[config.mk]
export PLATFORM = sky130hd
export DESIGN_NAME = oetc_osc_ctrl
export DESIGN_NICKNAME = d
export VERILOG_FILES = /design/src/hw/oetc_pkg.sv /design/src/hw/oetc_sync2.sv /design/src/hw/oetc_osc_ctrl.sv
export SDC_FILE = /design/constraint.sdc
export NUM_CORES = 1
export LEC_CHECK = 0
export BUFFER_PORTS_ARGS = -buffer_cell sky130_fd_sc_hd__buf_2
export CAP_MARGIN = 20
export CORE_ASPECT_RATIO = 0.6
export CORE_MARGIN = 5
export CORE_UTILIZATION = 45
export DETAILED_ROUTE_END_ITERATION = 16
export PLACE_DENSITY_LB_ADDON = 0.15
export SLEW_MARGIN = 25
export SYNTH_ARGS = -nofsm -noshare
export SYNTH_HDL_FRONTEND = slang
export SYNTH_SLANG_ARGS = --single-unit
[constraint.sdc]
create_clock -name pclk -period 2.05 [get_ports pclk]
set_input_delay 0.615 -clock pclk [delete_from_list [all_inputs] [get_ports pclk]]
set_output_delay 0.615 -clock pclk [all_outputs]
set_load 0.01 [all_outputs]
[src/hw/oetc_pkg.sv]
/*
 * package for the oscillator enable and tc trim control block:
 * register offsets, field positions, reset values and timing counts.
 * assumes a 32-bit apb slave with each register on one aligned word.
 */
package oetc_pkg;

	// printed offsets are not all multiples of four: they are register indices
	localparam logic [7:0]  OETC_IDX_TRIM_HI   = 8'h18;
	localparam logic [7:0]  OETC_IDX_OSC_CTRL  = 8'h1a;
	localparam logic [7:0]  OETC_IDX_PROTECT   = 8'h1b;
	localparam logic [7:0]  OETC_IDX_OSC_CTRL2 = 8'h1c;
	localparam logic [7:0]  OETC_IDX_CLK_SEL   = 8'h1d;
	localparam logic [7:0]  OETC_IDX_FLAGS     = 8'h1e;
	localparam logic [7:0]  OETC_IDX_IRQ_MASK  = 8'h1f;
	localparam logic [7:0]  OETC_IDX_REF_DIV   = 8'h20;

	// byte address is four times the index
	localparam logic [11:0] OETC_ADDR_TRIM_HI   = {2'b00, OETC_IDX_TRIM_HI, 2'b00};
	localparam logic [11:0] OETC_ADDR_OSC_CTRL  = {2'b00, OETC_IDX_OSC_CTRL, 2'b00};
	localparam logic [11:0] OETC_ADDR_PROTECT   = {2'b00, OETC_IDX_PROTECT, 2'b00};
	localparam logic [11:0] OETC_ADDR_OSC_CTRL2 = {2'b00, OETC_IDX_OSC_CTRL2, 2'b00};
	localparam logic [11:0] OETC_ADDR_CLK_SEL   = {2'b00, OETC_IDX_CLK_SEL, 2'b00};
	localparam logic [11:0] OETC_ADDR_FLAGS     = {2'b00, OETC_IDX_FLAGS, 2'b00};
	localparam logic [11:0] OETC_ADDR_IRQ_MASK  = {2'b00, OETC_IDX_IRQ_MASK, 2'b00};
	localparam logic [11:0] OETC_ADDR_REF_DIV   = {2'b00, OETC_IDX_REF_DIV, 2'b00};

	// field positions
	localparam int          OETC_BIT_OSC_EN      = 7;
	localparam int          OETC_BIT_MFR_RSVD    = 5;
	localparam int          OETC_BIT_MON_RST_EN  = 1;
	localparam int          OETC_BIT_PLL_SEL     = 7;
	localparam int          OETC_BIT_LOCK        = 3;
	localparam int          OETC_BIT_OSC_UP      = 0;
	localparam int          OETC_TRIM_LSB        = 3;

	// trim codes that switch temperature compensation off
	localparam logic [4:0]  OETC_TC_OFF_LO       = 5'h00;
	localparam logic [4:0]  OETC_TC_OFF_HI       = 5'h10;

	localparam logic [7:0]  OETC_UNLOCK_KEY      = 8'h26;

	// reset values
	localparam logic [7:0]  OETC_OSC_CTRL_RST    = 8'h00;
	localparam logic [4:0]  OETC_TRIM_RST        = 5'h00;
	localparam logic [3:0]  OETC_REF_DIV_RST     = 4'h0;
	localparam logic [1:0]  OETC_FLAGS_RST       = 2'h0;
	localparam logic        OETC_PROTECT_RST     = 1'b0;
	localparam logic        OETC_PLL_SEL_RST     = 1'b1;

	// oscillator stable window before the up flag is raised
	localparam int          OETC_CLK_PERIOD_NS   = 5;
	localparam int          OETC_OSC_SETTLE_US   = 10;
	localparam int          OETC_OSC_SETTLE_CYC  =
		(OETC_OSC_SETTLE_US * 1000 + OETC_CLK_PERIOD_NS - 1) / OETC_CLK_PERIOD_NS;
	localparam int          OETC_CNT_W           = 16;

	typedef enum logic [1:0] {
		OETC_OSC_OFF,
		OETC_OSC_SETTLE,
		OETC_OSC_RUN
	} oetc_osc_state_t;

endpackage : oetc_pkg

[src/hw/oetc_sync2.sv]
/*
 * two-flop synchroniser for one level.
 * assumes the input may change at any time relative to pclk.
 */
`timescale 1ns/100ps
`default_nettype none

module oetc_sync2 (
	input  wire logic pclk,
	input  wire logic presetn,
	input  wire logic din,
	output var  logic dout
);

	logic meta_ff;
	logic nxt_meta;
	logic nxt_dout;

	always_comb begin
		nxt_meta = din;
		nxt_dout = meta_ff;
	end

	always_ff @(posedge pclk or negedge presetn) begin
		if (!presetn) begin
			meta_ff <= 1'b0;
			dout    <= 1'b0;
		end else begin
			meta_ff <= nxt_meta;
			dout    <= nxt_dout;
		end
	end

endmodule // oetc_sync2

`default_nettype wire

[src/hw/oetc_osc_ctrl.sv]
/*
 * oscillator enable and tc trim control: apb register file, oscillator
 * supervisor, pll reference select, crystal pin claim and interrupt.
 * assumes pclk at 200 MHz, presetn is the system reset, and the analog
 * oscillator reports activity as an asynchronous level.
 */
// How it works
// [RULE1] trim codes 00000 and 10000 disable compensation
// [RULE2] control writes need unprotected and pll selected
// [RULE3] control writes clear lock and up flags
// [RULE4] bit 7 enables external crystal oscillator
// [RULE5] enable picks divided crystal else internal reference
// [RULE6] monitor reset on lost oscillation when enabled
// [RULE7] up flag once oscillation stable, gates selection; pll_ref_use_osc here follows the enable bit alone, not the up flag
// [RULE8] crystal pins claimed once enabled until reset
// [RULE9] software waits start-up before pseudo stop
// [RULE10] software keeps manufacturer bit 5 at reset
// [RULE11] key 26h clears protection, others set it
// [RULE12] unused control bits read zero, reset zero
`timescale 1ns/100ps
`default_nettype none

module oetc_osc_ctrl
	import oetc_pkg::*;
(
	input  wire logic        pclk,
	input  wire logic        presetn,
	input  wire logic        psel,
	input  wire logic        penable,
	input  wire logic        pwrite,
	input  wire logic [11:0] paddr,
	input  wire logic [31:0] pwdata,
	output var  logic [31:0] prdata,
	output var  logic        pready,
	output var  logic        pslverr,
	input  wire logic        osc_active,
	input  wire logic        pll_locked,
	output var  logic        ext_osc_enable,
	output var  logic        pll_ref_use_osc,
	output var  logic [3:0]  reference_divider,
	output var  logic [4:0]  temp_coeff_trim,
	output var  logic        tc_comp_enable,
	output var  logic        crystal_pins_claimed,
	output var  logic        osc_clock_usable,
	output var  logic        osc_monitor_reset,
	output var  logic        irq
);

	////////////////////////////////////////////////////////////////////
	// bus decode

	logic osc_active_s;
	logic lock_s;

	oetc_sync2 u_sync_osc (
		.pclk    (pclk),
		.presetn (presetn),
		.din     (osc_active),
		.dout    (osc_active_s)
	);

	oetc_sync2 u_sync_lock (
		.pclk    (pclk),
		.presetn (presetn),
		.din     (pll_locked),
		.dout    (lock_s)
	);

	logic setup_ph;
	logic wr_acc;
	logic rd_acc;
	logic hit;

	// no wait state: the answer comes in the access cycle after setup
	assign setup_ph = psel & ~penable;
	assign wr_acc   = psel & penable & pready & pwrite;
	assign rd_acc   = psel & penable & pready & ~pwrite;

	always_comb begin
		unique case (paddr)
			OETC_ADDR_TRIM_HI, OETC_ADDR_OSC_CTRL, OETC_ADDR_PROTECT,
			OETC_ADDR_OSC_CTRL2, OETC_ADDR_CLK_SEL, OETC_ADDR_FLAGS,
			OETC_ADDR_IRQ_MASK, OETC_ADDR_REF_DIV: hit = 1'b1;
			default: hit = 1'b0;
		endcase
	end

	////////////////////////////////////////////////////////////////////
	// configuration registers

	logic        protect_ff,  nxt_protect;
	logic        pll_sel_ff,  nxt_pll_sel;
	logic        mon_en_ff,   nxt_mon_en;
	logic        mfr_ff,      nxt_mfr;
	logic        osc_en_ff,   nxt_osc_en;
	logic        claim_ff,    nxt_claim;
	logic [4:0]  trim_ff,     nxt_trim;
	logic [3:0]  rdiv_ff,     nxt_rdiv;
	logic [1:0]  mask_ff,     nxt_mask;
	logic        osc_wr_ok;
	logic        osc_wr;

	assign osc_wr_ok = ~protect_ff & pll_sel_ff; // RULE2
	assign osc_wr    = wr_acc & (paddr == OETC_ADDR_OSC_CTRL) & osc_wr_ok; // RULE2

	always_comb begin
		nxt_protect = protect_ff;
		nxt_pll_sel = pll_sel_ff;
		nxt_mon_en  = mon_en_ff;
		nxt_mfr     = mfr_ff;
		nxt_osc_en  = osc_en_ff;
		nxt_claim   = claim_ff;
		nxt_trim    = trim_ff;
		nxt_rdiv    = rdiv_ff;
		nxt_mask    = mask_ff;
		if (wr_acc && paddr == OETC_ADDR_PROTECT) begin
			nxt_protect = (pwdata[7:0] != OETC_UNLOCK_KEY); // RULE11
		end
		if (wr_acc && !protect_ff) begin
			if (paddr == OETC_ADDR_TRIM_HI) begin
				nxt_trim = pwdata[OETC_TRIM_LSB +: 5];
			end
			if (paddr == OETC_ADDR_REF_DIV) begin
				nxt_rdiv = pwdata[3:0];
			end
			if (paddr == OETC_ADDR_CLK_SEL) begin
				nxt_pll_sel = pwdata[OETC_BIT_PLL_SEL];
			end
			// monitor enable frozen while the oscillator is enabled or the pll is not selected
			if (paddr == OETC_ADDR_OSC_CTRL2 && pll_sel_ff && !osc_en_ff) begin
				nxt_mon_en = pwdata[OETC_BIT_MON_RST_EN];
			end
		end
		if (osc_wr) begin
			nxt_osc_en = pwdata[OETC_BIT_OSC_EN]; // RULE4
			nxt_mfr    = pwdata[OETC_BIT_MFR_RSVD];
			if (pwdata[OETC_BIT_OSC_EN]) begin
				nxt_claim = 1'b1; // RULE8
			end
		end
		if (wr_acc && paddr == OETC_ADDR_IRQ_MASK) begin
			nxt_mask = pwdata[1:0];
		end
	end

	always_ff @(posedge pclk or negedge presetn) begin
		if (!presetn) begin
			protect_ff <= OETC_PROTECT_RST;
			pll_sel_ff <= OETC_PLL_SEL_RST;
			mon_en_ff  <= 1'b0;
			mfr_ff     <= OETC_OSC_CTRL_RST[OETC_BIT_MFR_RSVD]; // RULE12
			osc_en_ff  <= OETC_OSC_CTRL_RST[OETC_BIT_OSC_EN];
			claim_ff   <= 1'b0; // RULE8
			trim_ff    <= OETC_TRIM_RST;
			rdiv_ff    <= OETC_REF_DIV_RST;
			mask_ff    <= OETC_FLAGS_RST;
		end else begin
			protect_ff <= nxt_protect;
			pll_sel_ff <= nxt_pll_sel;
			mon_en_ff  <= nxt_mon_en;
			mfr_ff     <= nxt_mfr;
			osc_en_ff  <= nxt_osc_en;
			claim_ff   <= nxt_claim;
			trim_ff    <= nxt_trim;
			rdiv_ff    <= nxt_rdiv;
			mask_ff    <= nxt_mask;
		end
	end

	////////////////////////////////////////////////////////////////////
	// oscillator supervisor

	oetc_osc_state_t            st_ff, nxt_st;
	logic [OETC_CNT_W-1:0]      cnt_ff, nxt_cnt;
	logic                       up_ff, nxt_up;
	logic                       lock_ff, nxt_lock;
	logic                       nxt_mrst;
	logic [1:0]                 stat_ff, nxt_stat;
	logic                       stat_rd;

	assign stat_rd = rd_acc & (paddr == OETC_ADDR_FLAGS);

	always_comb begin
		nxt_st   = st_ff;
		nxt_cnt  = cnt_ff;
		nxt_up   = up_ff;
		nxt_mrst = 1'b0;
		nxt_lock = lock_s;
		unique case (st_ff)
			OETC_OSC_OFF: begin
				nxt_up  = 1'b0;
				nxt_cnt = '0;
				if (osc_en_ff) begin
					nxt_st = OETC_OSC_SETTLE;
				end
			end
			OETC_OSC_SETTLE: begin
				if (!osc_active_s) begin
					nxt_cnt = '0;
				end else if (cnt_ff == OETC_CNT_W'(OETC_OSC_SETTLE_CYC - 1)) begin
					nxt_up = 1'b1; // RULE7
					nxt_st = OETC_OSC_RUN;
				end else begin
					nxt_cnt = cnt_ff + 1'b1;
				end
			end
			OETC_OSC_RUN: begin
				if (!osc_active_s) begin
					nxt_up   = 1'b0;
					nxt_mrst = mon_en_ff; // RULE6
					nxt_st   = OETC_OSC_SETTLE;
					nxt_cnt  = '0;
				end
			end
		endcase
		if (!osc_en_ff) begin
			nxt_st = OETC_OSC_OFF;
			nxt_up = 1'b0;
		end
		// a control write restarts stability qualification
		if (osc_wr) begin
			nxt_up   = 1'b0; // RULE3
			nxt_lock = 1'b0; // RULE3
			nxt_cnt  = '0;
			if (nxt_st == OETC_OSC_RUN) begin
				nxt_st = OETC_OSC_SETTLE;
			end
		end
		// sticky events: set beats the read clear
		nxt_stat = stat_rd ? 2'b00 : stat_ff;
		if (nxt_up && !up_ff) begin
			nxt_stat[OETC_BIT_OSC_UP] = 1'b1;
		end
		if (nxt_mrst) begin
			nxt_stat[1] = 1'b1;
		end
	end

	always_ff @(posedge pclk or negedge presetn) begin
		if (!presetn) begin
			st_ff   <= OETC_OSC_OFF;
			cnt_ff  <= '0;
			up_ff   <= 1'b0;
			lock_ff <= 1'b0;
			stat_ff <= OETC_FLAGS_RST;
		end else begin
			st_ff   <= nxt_st;
			cnt_ff  <= nxt_cnt;
			up_ff   <= nxt_up;
			lock_ff <= nxt_lock;
			stat_ff <= nxt_stat;
		end
	end

	////////////////////////////////////////////////////////////////////
	// read path and outputs

	logic [31:0] rd_word;
	logic        nxt_pready;
	logic        nxt_slverr;
	logic [31:0] nxt_prdata;

	always_comb begin
		unique case (paddr)
			OETC_ADDR_TRIM_HI:   rd_word = {24'h0000_00, trim_ff, 3'b000};
			OETC_ADDR_OSC_CTRL:  rd_word = {24'h0000_00, osc_en_ff, 1'b0, mfr_ff, 5'h00}; // RULE12
			OETC_ADDR_PROTECT:   rd_word = {31'h0000_0000, protect_ff};
			OETC_ADDR_OSC_CTRL2: rd_word = {30'h0000_0000, mon_en_ff, 1'b0};
			OETC_ADDR_CLK_SEL:   rd_word = {24'h0000_00, pll_sel_ff, 7'h00};
			OETC_ADDR_FLAGS:     rd_word = {24'h0000_00, 4'h0, lock_ff, 1'b0, stat_ff[1], up_ff};
			OETC_ADDR_IRQ_MASK:  rd_word = {30'h0000_0000, mask_ff};
			OETC_ADDR_REF_DIV:   rd_word = {28'h0000_000, rdiv_ff};
			default:             rd_word = 32'h0000_0000;
		endcase
		nxt_pready = setup_ph;
		nxt_slverr = setup_ph & ~hit;
		nxt_prdata = (setup_ph && !pwrite) ? rd_word : 32'h0000_0000;
	end

	always_ff @(posedge pclk or negedge presetn) begin
		if (!presetn) begin
			pready               <= 1'b0;
			pslverr              <= 1'b0;
			prdata               <= 32'h0000_0000;
			ext_osc_enable       <= 1'b0;
			pll_ref_use_osc      <= 1'b0;
			reference_divider    <= OETC_REF_DIV_RST;
			temp_coeff_trim      <= OETC_TRIM_RST;
			tc_comp_enable       <= 1'b0;
			crystal_pins_claimed <= 1'b0;
			osc_clock_usable     <= 1'b0;
			osc_monitor_reset    <= 1'b0;
			irq                  <= 1'b0;
		end else begin
			pready               <= nxt_pready;
			pslverr              <= nxt_slverr;
			prdata               <= nxt_prdata;
			ext_osc_enable       <= nxt_osc_en; // RULE4
			pll_ref_use_osc      <= nxt_osc_en; // RULE5
			reference_divider    <= nxt_rdiv; // RULE5
			temp_coeff_trim      <= nxt_trim;
			tc_comp_enable       <= (nxt_trim != OETC_TC_OFF_LO) && (nxt_trim != OETC_TC_OFF_HI); // RULE1
			crystal_pins_claimed <= nxt_claim; // RULE8
			osc_clock_usable     <= nxt_up; // RULE7
			osc_monitor_reset    <= nxt_mrst; // RULE6
			irq                  <= |(nxt_stat & nxt_mask);
		end
	end

	////////////////////////////////////////////////////////////////////
	// checks

	a_tc_off_codes: assert property (@(posedge pclk) disable iff (!presetn)
		tc_comp_enable |-> (temp_coeff_trim != 5'h00 && temp_coeff_trim != 5'h10)) // RULE1
		else $error("tc compensation on with a nominal trim code");

	a_osc_wr_blocked: assert property (@(posedge pclk) disable iff (!presetn)
		(wr_acc && paddr == OETC_ADDR_OSC_CTRL && (protect_ff || !pll_sel_ff))
		|=> $stable(osc_en_ff)) // RULE2
		else $error("oscillator control changed by a refused write");

	a_wr_clears_up: assert property (@(posedge pclk) disable iff (!presetn)
		osc_wr |=> (!up_ff && !lock_ff)) // RULE3
		else $error("lock or up flag survived a control write");

	a_enable_follows: assert property (@(posedge pclk) disable iff (!presetn)
		osc_wr |=> (ext_osc_enable == $past(pwdata[7]))) // RULE4
		else $error("oscillator enable does not follow write");

	a_ref_select: assert property (@(posedge pclk) disable iff (!presetn)
		pll_ref_use_osc == ext_osc_enable) // RULE5
		else $error("pll reference select mismatch");

	a_monitor_reset: assert property (@(posedge pclk) disable iff (!presetn)
		(st_ff == OETC_OSC_RUN && !osc_active_s && mon_en_ff && osc_en_ff && !osc_wr)
		|=> osc_monitor_reset) // RULE6
		else $error("lost oscillation gave no monitor reset");

	a_up_needs_settle: assert property (@(posedge pclk) disable iff (!presetn)
		$rose(up_ff) |-> ($past(st_ff) == OETC_OSC_SETTLE && $past(osc_active_s))) // RULE7
		else $error("up flag raised without a settled oscillator");

	a_pins_stay: assert property (@(posedge pclk) disable iff (!presetn)
		claim_ff |=> claim_ff) // RULE8
		else $error("crystal pins released before reset");

	a_protect_key: assert property (@(posedge pclk) disable iff (!presetn)
		(wr_acc && paddr == OETC_ADDR_PROTECT)
		|=> (protect_ff == ($past(pwdata[7:0]) != 8'h26))) // RULE11
		else $error("protection bit wrong after key write");

	a_unused_zero: assert property (@(posedge pclk) disable iff (!presetn)
		(pready && !pwrite && paddr == OETC_ADDR_OSC_CTRL) |-> (prdata[6] == 1'b0
		&& prdata[4:0] == 5'h00 && prdata[31:8] == 24'h0000_00)) // RULE12
		else $error("unused control bits read nonzero");

endmodule // oetc_osc_ctrl

`default_nettype wire

==> summary.md, run 1 <==
| Metric | Value |
|---|---|
| # setup viols final | 3 |
| Xor-xnor portion of the synthesized cell area | 0% |
| Family with the most delay on the worst path | simple AND/OR/NAND/NOR gates |
| Die area | 8510 sq um |
| Worst path max stage delay | 0.57 ns |
| Worst EP required | 2.28 ns |
| Sequential share of the synthesized area | 46.4% |
| R2r endpoint | cnt_ff[4] |
| CTS root buffer | clkbuf_8 |
| Placeable Area | 6590 sq um |
| Synth Instances | about 300 |
| Mux cell area share after synthesis | 5.92% |
| IR drop worst, VDD | 347 uV |
| Total number of vias | 2,722 |
| R2R Setup Slk | 0.05 ns |
| Reg2Reg Depth | 6 |
| Period minus WS final | 2.08 ns |
| Chip width | 116 microns |
| Post-detailed-route count of antenna-violating nets | 0 |
| Fin. max-slew vios | 0 |
| Clk sink count | 56 |
| Final net count | 468 |
| Post-synthesis adder-cell area fraction | 1.24% |
| Tightest Pin Transition | 0.591 ns |
| Crit-path cells | buf_2, or4_4, nor3_4, buf_12, and2_1, nor3_1, buf_4, a22o_1 |
| Clk pin slew, worst setup/hold paths | about 0.11 ns |
| Crit Path Class | primary input to flop |
| Crit end category | flop |
| Number of synthesized flops with an enable pin | 0 |
| Power Dens Cells | a little under 500 nW/um^2 |
| Detailed placement HPWL | 6410 microns |
| Fmax | 482 MHz |
| Reg-to-reg startpoint | cnt_ff[15] |
| Initial Utilization | 45.9% |
| Initial antenna violation count | 0 |
| Htree depth | 2 |
| Leak | 1.99 nW |
| Failing checks | setup timing |
| Synth Warn # | 0 |
| Multi-input logic area | roughly 1500 sq um |
| TritonCTS clock tree | yes |
| Vias in the first global route | around 2,600 |
| Worst Path Max Fanout | 5 |
| Compound-Gate Fraction of Synth Area | 14.9% |
| CP startpoint kind | primary input |
| GRT Total Usage | 20.4% |
| Worst Path Arrival | between 2 and 2.5 ns |
| Worst hold margin | between 0.2 and 0.25 ns |
| Via density | 5.42 |
| First-pass GRT wire length | 13,300 microns |
| WP buf/inv | 3 |
| DRT Wirelength | 8440 microns |
| Period utilisation layout | 101% |
| Area Growth Syn to Fin | 31.7% |
| Layout Utilization | 60.4% |
| RSZ-0062 raised after global routing | yes |
| Post-synthesis register bit count | 56 |
| Inserted Clock Buffers | 5 |
| Simple-Gate Fraction of Synth Area | a little under a quarter |
| DRC viols | 0 |
| FF/Latch Area | 1400 sq um |
| Post-Syn Area | just over 3000 sq um |
| Worst-skew pair later-pin latency | 0.33 ns |
| Netlist cell types | 59 |
| Final Skew | 0.00783 ns |
| Die height | 73.5 microns |
| Clock Path Buffers | 2 |
| Fraction of registers with async set or reset after synthesis | 100% |
| Port bufs | 52 |
| Cell row count | 23 |
| Post-CTS Hold Fix Bufs | 0 |
| Grt total ovfl | 0 |
| Max_slew headroom | 60.2% |
| I/O Pins | 101 |
| Final Hold Viols | 0 |
| Fillers | 563 |
| Setup WS post-layout | -0.0267 ns |
| Largest family of logic cells by synthesized area | simple AND/OR/NAND/NOR gates |
| Status | complete, but fails checks |
| Share of post-route cells with drive strength above 1 | between 40% and 50% |
| Top FF cell, synth | dfrtp_1 |
| Max cap viols | 0 |
| Slowest-stage cell, CP | or4_4 |
| Mapped Avg Cell Area | 10.1 sq um |
| Gpl congestion | between 0.9 and 1 |
| Initial DRT Pass Iterations | 5 |
| Starting DRT DRC Count | 240 |
| Largest net degree at the start of global routing | 21 |
| WL/cell | 16.8 microns |
| N_diodes | 0 |
| Hold/Removal Path Class | primary input to async pin |
cells by family after synthesis:
group           Yosys count
compound gates           60
fa+ha+maj                 3
other cells               1
mux                      16
flops                    56
buf+inv                  41
simple gates            121
sequential cells by signal, summed over array words and instances, names as in the netlist, 2 cells and up:
signal             flops
reference_divider      4
temp_coeff_trim        5
stat_ff                2
cnt_ff                16
prdata                 8
st_ff                  2
mask_ff                2
how the worst max path moves through the flow:
stage / endpoint / from / cells past startpoint
floorplan: cnt_ff[4] / paddr[9] / 6
global placement: prdata[5] / paddr[1] / 6
detailed placement: prdata[5] / paddr[9] / 7
CTS: irq / paddr[9] / 6
global route: cnt_ff[4] / paddr[9] / 8
finish: cnt_ff[4] / paddr[9] / 8
repair_timing:
item	CTS	global route
endpoints found under the setup margin	3	22
pin swaps	0	2
cloned	0	1
buffers inserted	0	5
resized for setup	2	23
hold endpoints to repair	0	0
synth_stat cells (all sizes together), types with 2 or more instances:
cell | instances | area [sq um]
dfrtp | 55 | 1380
buf | 29 | 220
nand2 | 28 | 108
nor2 | 23 | 86.3
mux2 | 15 | 169
a21oi | 14 | 73.8
nand3 | 13 | 65.1
a22o | 12 | 111
nor4 | 12 | 90.1
inv | 9 | 33.8
and3 | 8 | 50.1
nor3 | 7 | 46.3
o21ai | 6 | 41.3
a211oi | 5 | 47.5
a22oi | 5 | 37.5
a31oi | 5 | 31.3
nand4 | 5 | 31.3
or4 | 4 | 38.8
and2 | 3 | 18.8
clkbuf | 3 | 11.3
ha | 3 | 37.5
o22ai | 3 | 18.8
or3 | 3 | 25.0
a21o | 2 | 15.0
and3b | 2 | 18.8
nand2b | 2 | 12.5
nand3b | 2 | 15.0
nor3b | 2 | 15.0
or3b | 2 | 17.5
report_power, final:
part	switching [mW]	internal (mW)
clock network	0.404	0.246
logic	0.0955	0.0626
registers	0.00283	1.11
cell type report:
class	instances	share of cell area, %
clock buffers	5	1.73
well taps	87	2.73
multi-input cells	225	38.6
inverters	9	0.848
clock inverters	3	0.566
repair buffers	117	20.3
flip-flops and latches	56	35.2
metrics by stage:
| stage | total power, mW | worst slack, ns | cell area (sq um) | cells | TNS (ns) |
|---|---|---|---|---|---|
| floorplan | 1.22 | -0.151 | 3110 | 321 | -0.572 |
| global placement | 1.29 | -0.349 | 3740 | 488 | -8.66 |
| detailed placement | 1.29 | -0.382 | 3740 | 488 | -9.07 |
| CTS | 1.94 | -0.0151 | 3840 | 496 | -0.0151 |
| global route | 2.01 | -0.0290 | 3980 | 502 | -0.149 |
| finish | 1.92 | -0.0267 | 3980 | 502 | -0.0357 |
routing by layer:
metal	part of all wire, %	track usage [%]	vias up	routed length [microns]
li1	-	-	1289	-
met1	54	33.2	1319	4520
met2	38	26.8	105	3230
met3	7.3	4.77	9	620
met4	0.88	4.38	0	74
met5	0	0	-	0
cell usage in the layout (no fill, tap or decap), types with 10 or more instances in the layout:
| master | n |
|---|---|
| mux2_2 | 15 |
| nand2_1 | 25 |
| buf_2 | 52 |
| dfrtp_1 | 55 |
| a21oi_1 | 10 |
| conb_1 | 24 |
| buf_4 | 58 |
| nor4_1 | 10 |
| nand3_1 | 12 |
| nor2_1 | 21 |
No activity file was read; power rests on OpenSTA's default activity.
==> run 2: changes to the inputs <==
==> constraint.sdc (replaced) <==
create_clock -name pclk -period 2.05 [get_ports pclk]
set_input_delay 0.41 -clock pclk [delete_from_list [all_inputs] [get_ports pclk]]
set_output_delay 0.41 -clock pclk [all_outputs]
set_load 0.01 [all_outputs]
==> summary.md, run 2 (same netlist as run 1, synthesis figures left out) <==
| Metric | Value |
|---|---|
| Crit Path Class | flop to flop |
| Failing checks | hold timing, setup timing |
| CP startpoint kind | flop |
| Starting DRT DRC Count | 230 (-4.2%) |
| First-pass GRT wire length | 12,700 microns (-4.4%) |
| Most common cell after layout, fill and taps aside | dfrtp_1 |
| Final Cell Area | 3770 sq um (-5.2%) |
| Die height | 73.5 microns (unchanged) |
| Clk sink count | 56 (unchanged) |
| Worst-skew pair later-pin latency | 0.32 ns (about the same) |
| Max cap viols | 0 (unchanged) |
| DRC viols | 0 (unchanged) |
| Status | complete, but fails checks |
| Htree depth | 2 (unchanged) |
| Reg-to-reg startpoint | cnt_ff[15] |
| Reg2Reg Depth | 6 (unchanged) |
| Crit end category | flop |
| Share of post-route cells with drive strength above 1 | 39.9% (-3.4 points) |
| # setup viols final | 9 (+6) |
| Final net count | 451 (-3.6%) |
| N_diodes | 0 (unchanged) |
| DRT Wirelength | 8140 microns (-3.6%) |
| Setup WS post-layout | -0.0444 ns (-0.0177 ns) |
| CTS root buffer | clkbuf_8 |
| Most frequent cells in the layout | 55 x dfrtp_1, 52 x buf_2, 46 x buf_4 |
| Final Hold Viols | 1 (+1) |
| Worst EP required | 2.32 ns (+0.04 ns) |
| Initial antenna violation count | 0 (unchanged) |
| Largest regs | cnt_ff: 16 flops, prdata: 8 flops, temp_coeff_trim: 5 flops |
| Period utilisation layout | 102% (+0.87 points) |
| Clock Path Buffers | 2 (unchanged) |
| Critical path origin | cnt_ff[15] |
| Pwr Total | 1.89 mW (-1.7%) |
| GRT Total Usage | 19.7% (-0.68 points) |
| Largest reg by FF count | cnt_ff |
| Chip width | 116 microns (unchanged) |
| Slowest-stage cell, CP | or4b_1 |
| Detailed placement HPWL | 6090 microns (-5.0%) |
| Period minus WS final | 2.09 ns (+0.0177 ns) |
| WP buf/inv | 1 (-2) |
| Final Skew | 0.00423 ns (-0.00359 ns) |
| Worst Path Arrival | 2.37 ns (+0.07 ns) |
| IR drop worst, VDD | 381 uV (+9.7%) |
| Clk pin slew, worst setup/hold paths | 0.11 ns (about the same) |
| Hold/Removal Path Class | primary input to async pin |
| Cell row count | 23 (unchanged) |
| Worst path max stage delay | 0.49 ns (-0.08 ns) |
| RSZ-0062 raised after global routing | yes |
| I/O Pins | 101 (unchanged) |
| Inserted Clock Buffers | 5 (unchanged) |
| Die area | 8510 sq um (unchanged) |
| Max_slew headroom | 59.8% (-0.40 points) |
| Fmax | 477 MHz (-0.85%) |
| Post-detailed-route count of antenna-violating nets | 0 (unchanged) |
| TritonCTS clock tree | yes |
| R2r endpoint | cnt_ff[9] |
| Area Growth Syn to Fin | 24.8% |
| Critical Path Stages | 6 (-2) |
| Tightest Pin Transition | 0.598 ns (+0.00684 ns) |
| Initial Utilization | 45.9% (unchanged) |
| Placeable Area | 6590 sq um (unchanged) |
| Grt total ovfl | 0 (unchanged) |
| Placed inst area | 3600 sq um (-3.7%) |
| Vias in the first global route | 2,407 (-7.1%) |
| Cell count after placement | 473 (-3.1%) |
| Gpl congestion | 0.911 (-0.77%) |
| Total number of vias | 2,658 (-2.4%) |
| WL/cell | 16.8 microns (-0.26%) |
| Max FFs per register | 16 (unchanged) |
| Worst hold margin | -0.000390 ns (-0.236 ns) |
| R2R Setup Slk | -0.04 ns (-0.09 ns) |
| Worst setup endpoint | cnt_ff[9] |
| Family with the most delay on the worst path | simple AND/OR/NAND/NOR gates |
| Largest net degree at the start of global routing | 41 (+95%) |
| Non-filler instance count after layout | 485 (-3.4%) |
| Worst Path Max Fanout | 6 (+1) |
| Initial DRT Pass Iterations | 5 (unchanged) |
| Via density | 5.48 (+1.1%) |
| Port bufs | 52 (unchanged) |
| Crit-path cells | or4b_1, or3_4, o21ai_4, buf_4, a22o_2, a22o_1 |
| Power Dens Cells | 501 nW/um^2 (+3.8%) |
| Leak | 1.86 nW (-6.4%) |
| Fin. max-slew vios | 0 (unchanged) |
run 2: worst min path at each step:
stage	startpoint	to	slack, ns	cells after the start
after floorplan	presetn	cnt_ff[0]	0.11	0
after global placement	u_sync_lock.meta_ff	u_sync_lock.dout	0.33	0
after detailed placement	u_sync_osc.meta_ff	u_sync_osc.dout	0.35	0
after CTS	presetn	tc_comp_enable	0.003	1
after global routing	presetn	tc_comp_enable	0.008	1
final	presetn	tc_comp_enable	-0.0004	1
run 2: repair_timing:
item	4_1_cts	5_1_grt
gates resized for setup	0	17
setup endpoints to repair	8	18
setup buffers	1	3
hold buffers	0	0
pin swaps	1	10
hold endpoints to repair	0	0
run 2: worst register-to-register path, cell delays in order, from the launching register on:
cell	delay [ns]
dfrtp_1	0.41
or4b_1	0.49
or3_4	0.38
o21ai_4	0.30
buf_4	0.19
a22o_2	0.14
a22o_1	0.13
run 2: area by class of cell:
class	instances	area, sq um
clock inverters	2	16.3
clock buffers	6	72.6
fillers	602	2820
repair buffers	101	648
multi-input cells	224	1490
well taps	87	109
inverters	9	33.8
flip-flops and latches	56	1400
run 2: stage by stage:
stage | utilization, % | TNS, ns | worst slack (ns) | hold slack, ns
floorplan | - | 0 | 0.000570 | 0.114
global placement | 54.6 | -3.46 | -0.175 | 0.331
detailed placement | 54.6 | -3.93 | -0.187 | 0.347
CTS | 56.1 | 0 | 0.00814 | 0.00320
global route | 57.3 | -1.14 | -0.118 | 0.00791
finish | 57.3 | -0.230 | -0.0444 | -0.000390
run 2: metal layers:
| metal | vias up | routed length [microns] | track usage (%) | part of all wire [%] |
|---|---|---|---|---|
| li1 | 1247 | - | - | - |
| met3 | 13 | 729 | 4.69 | 9.0 |
| met1 | 1290 | 4080 | 31.9 | 50 |
| met4 | 0 | 115 | 5.28 | 1.4 |
| met5 | - | 0 | 0 | 0 |
| met2 | 108 | 3210 | 25.6 | 39 |
run 2: power by group:
group | switching, mW | total, mW | internal [mW]
logic | 0.0878 | 0.135 | 0.0476
clock network | 0.396 | 0.641 | 0.245
registers | 0.00315 | 1.11 | 1.11
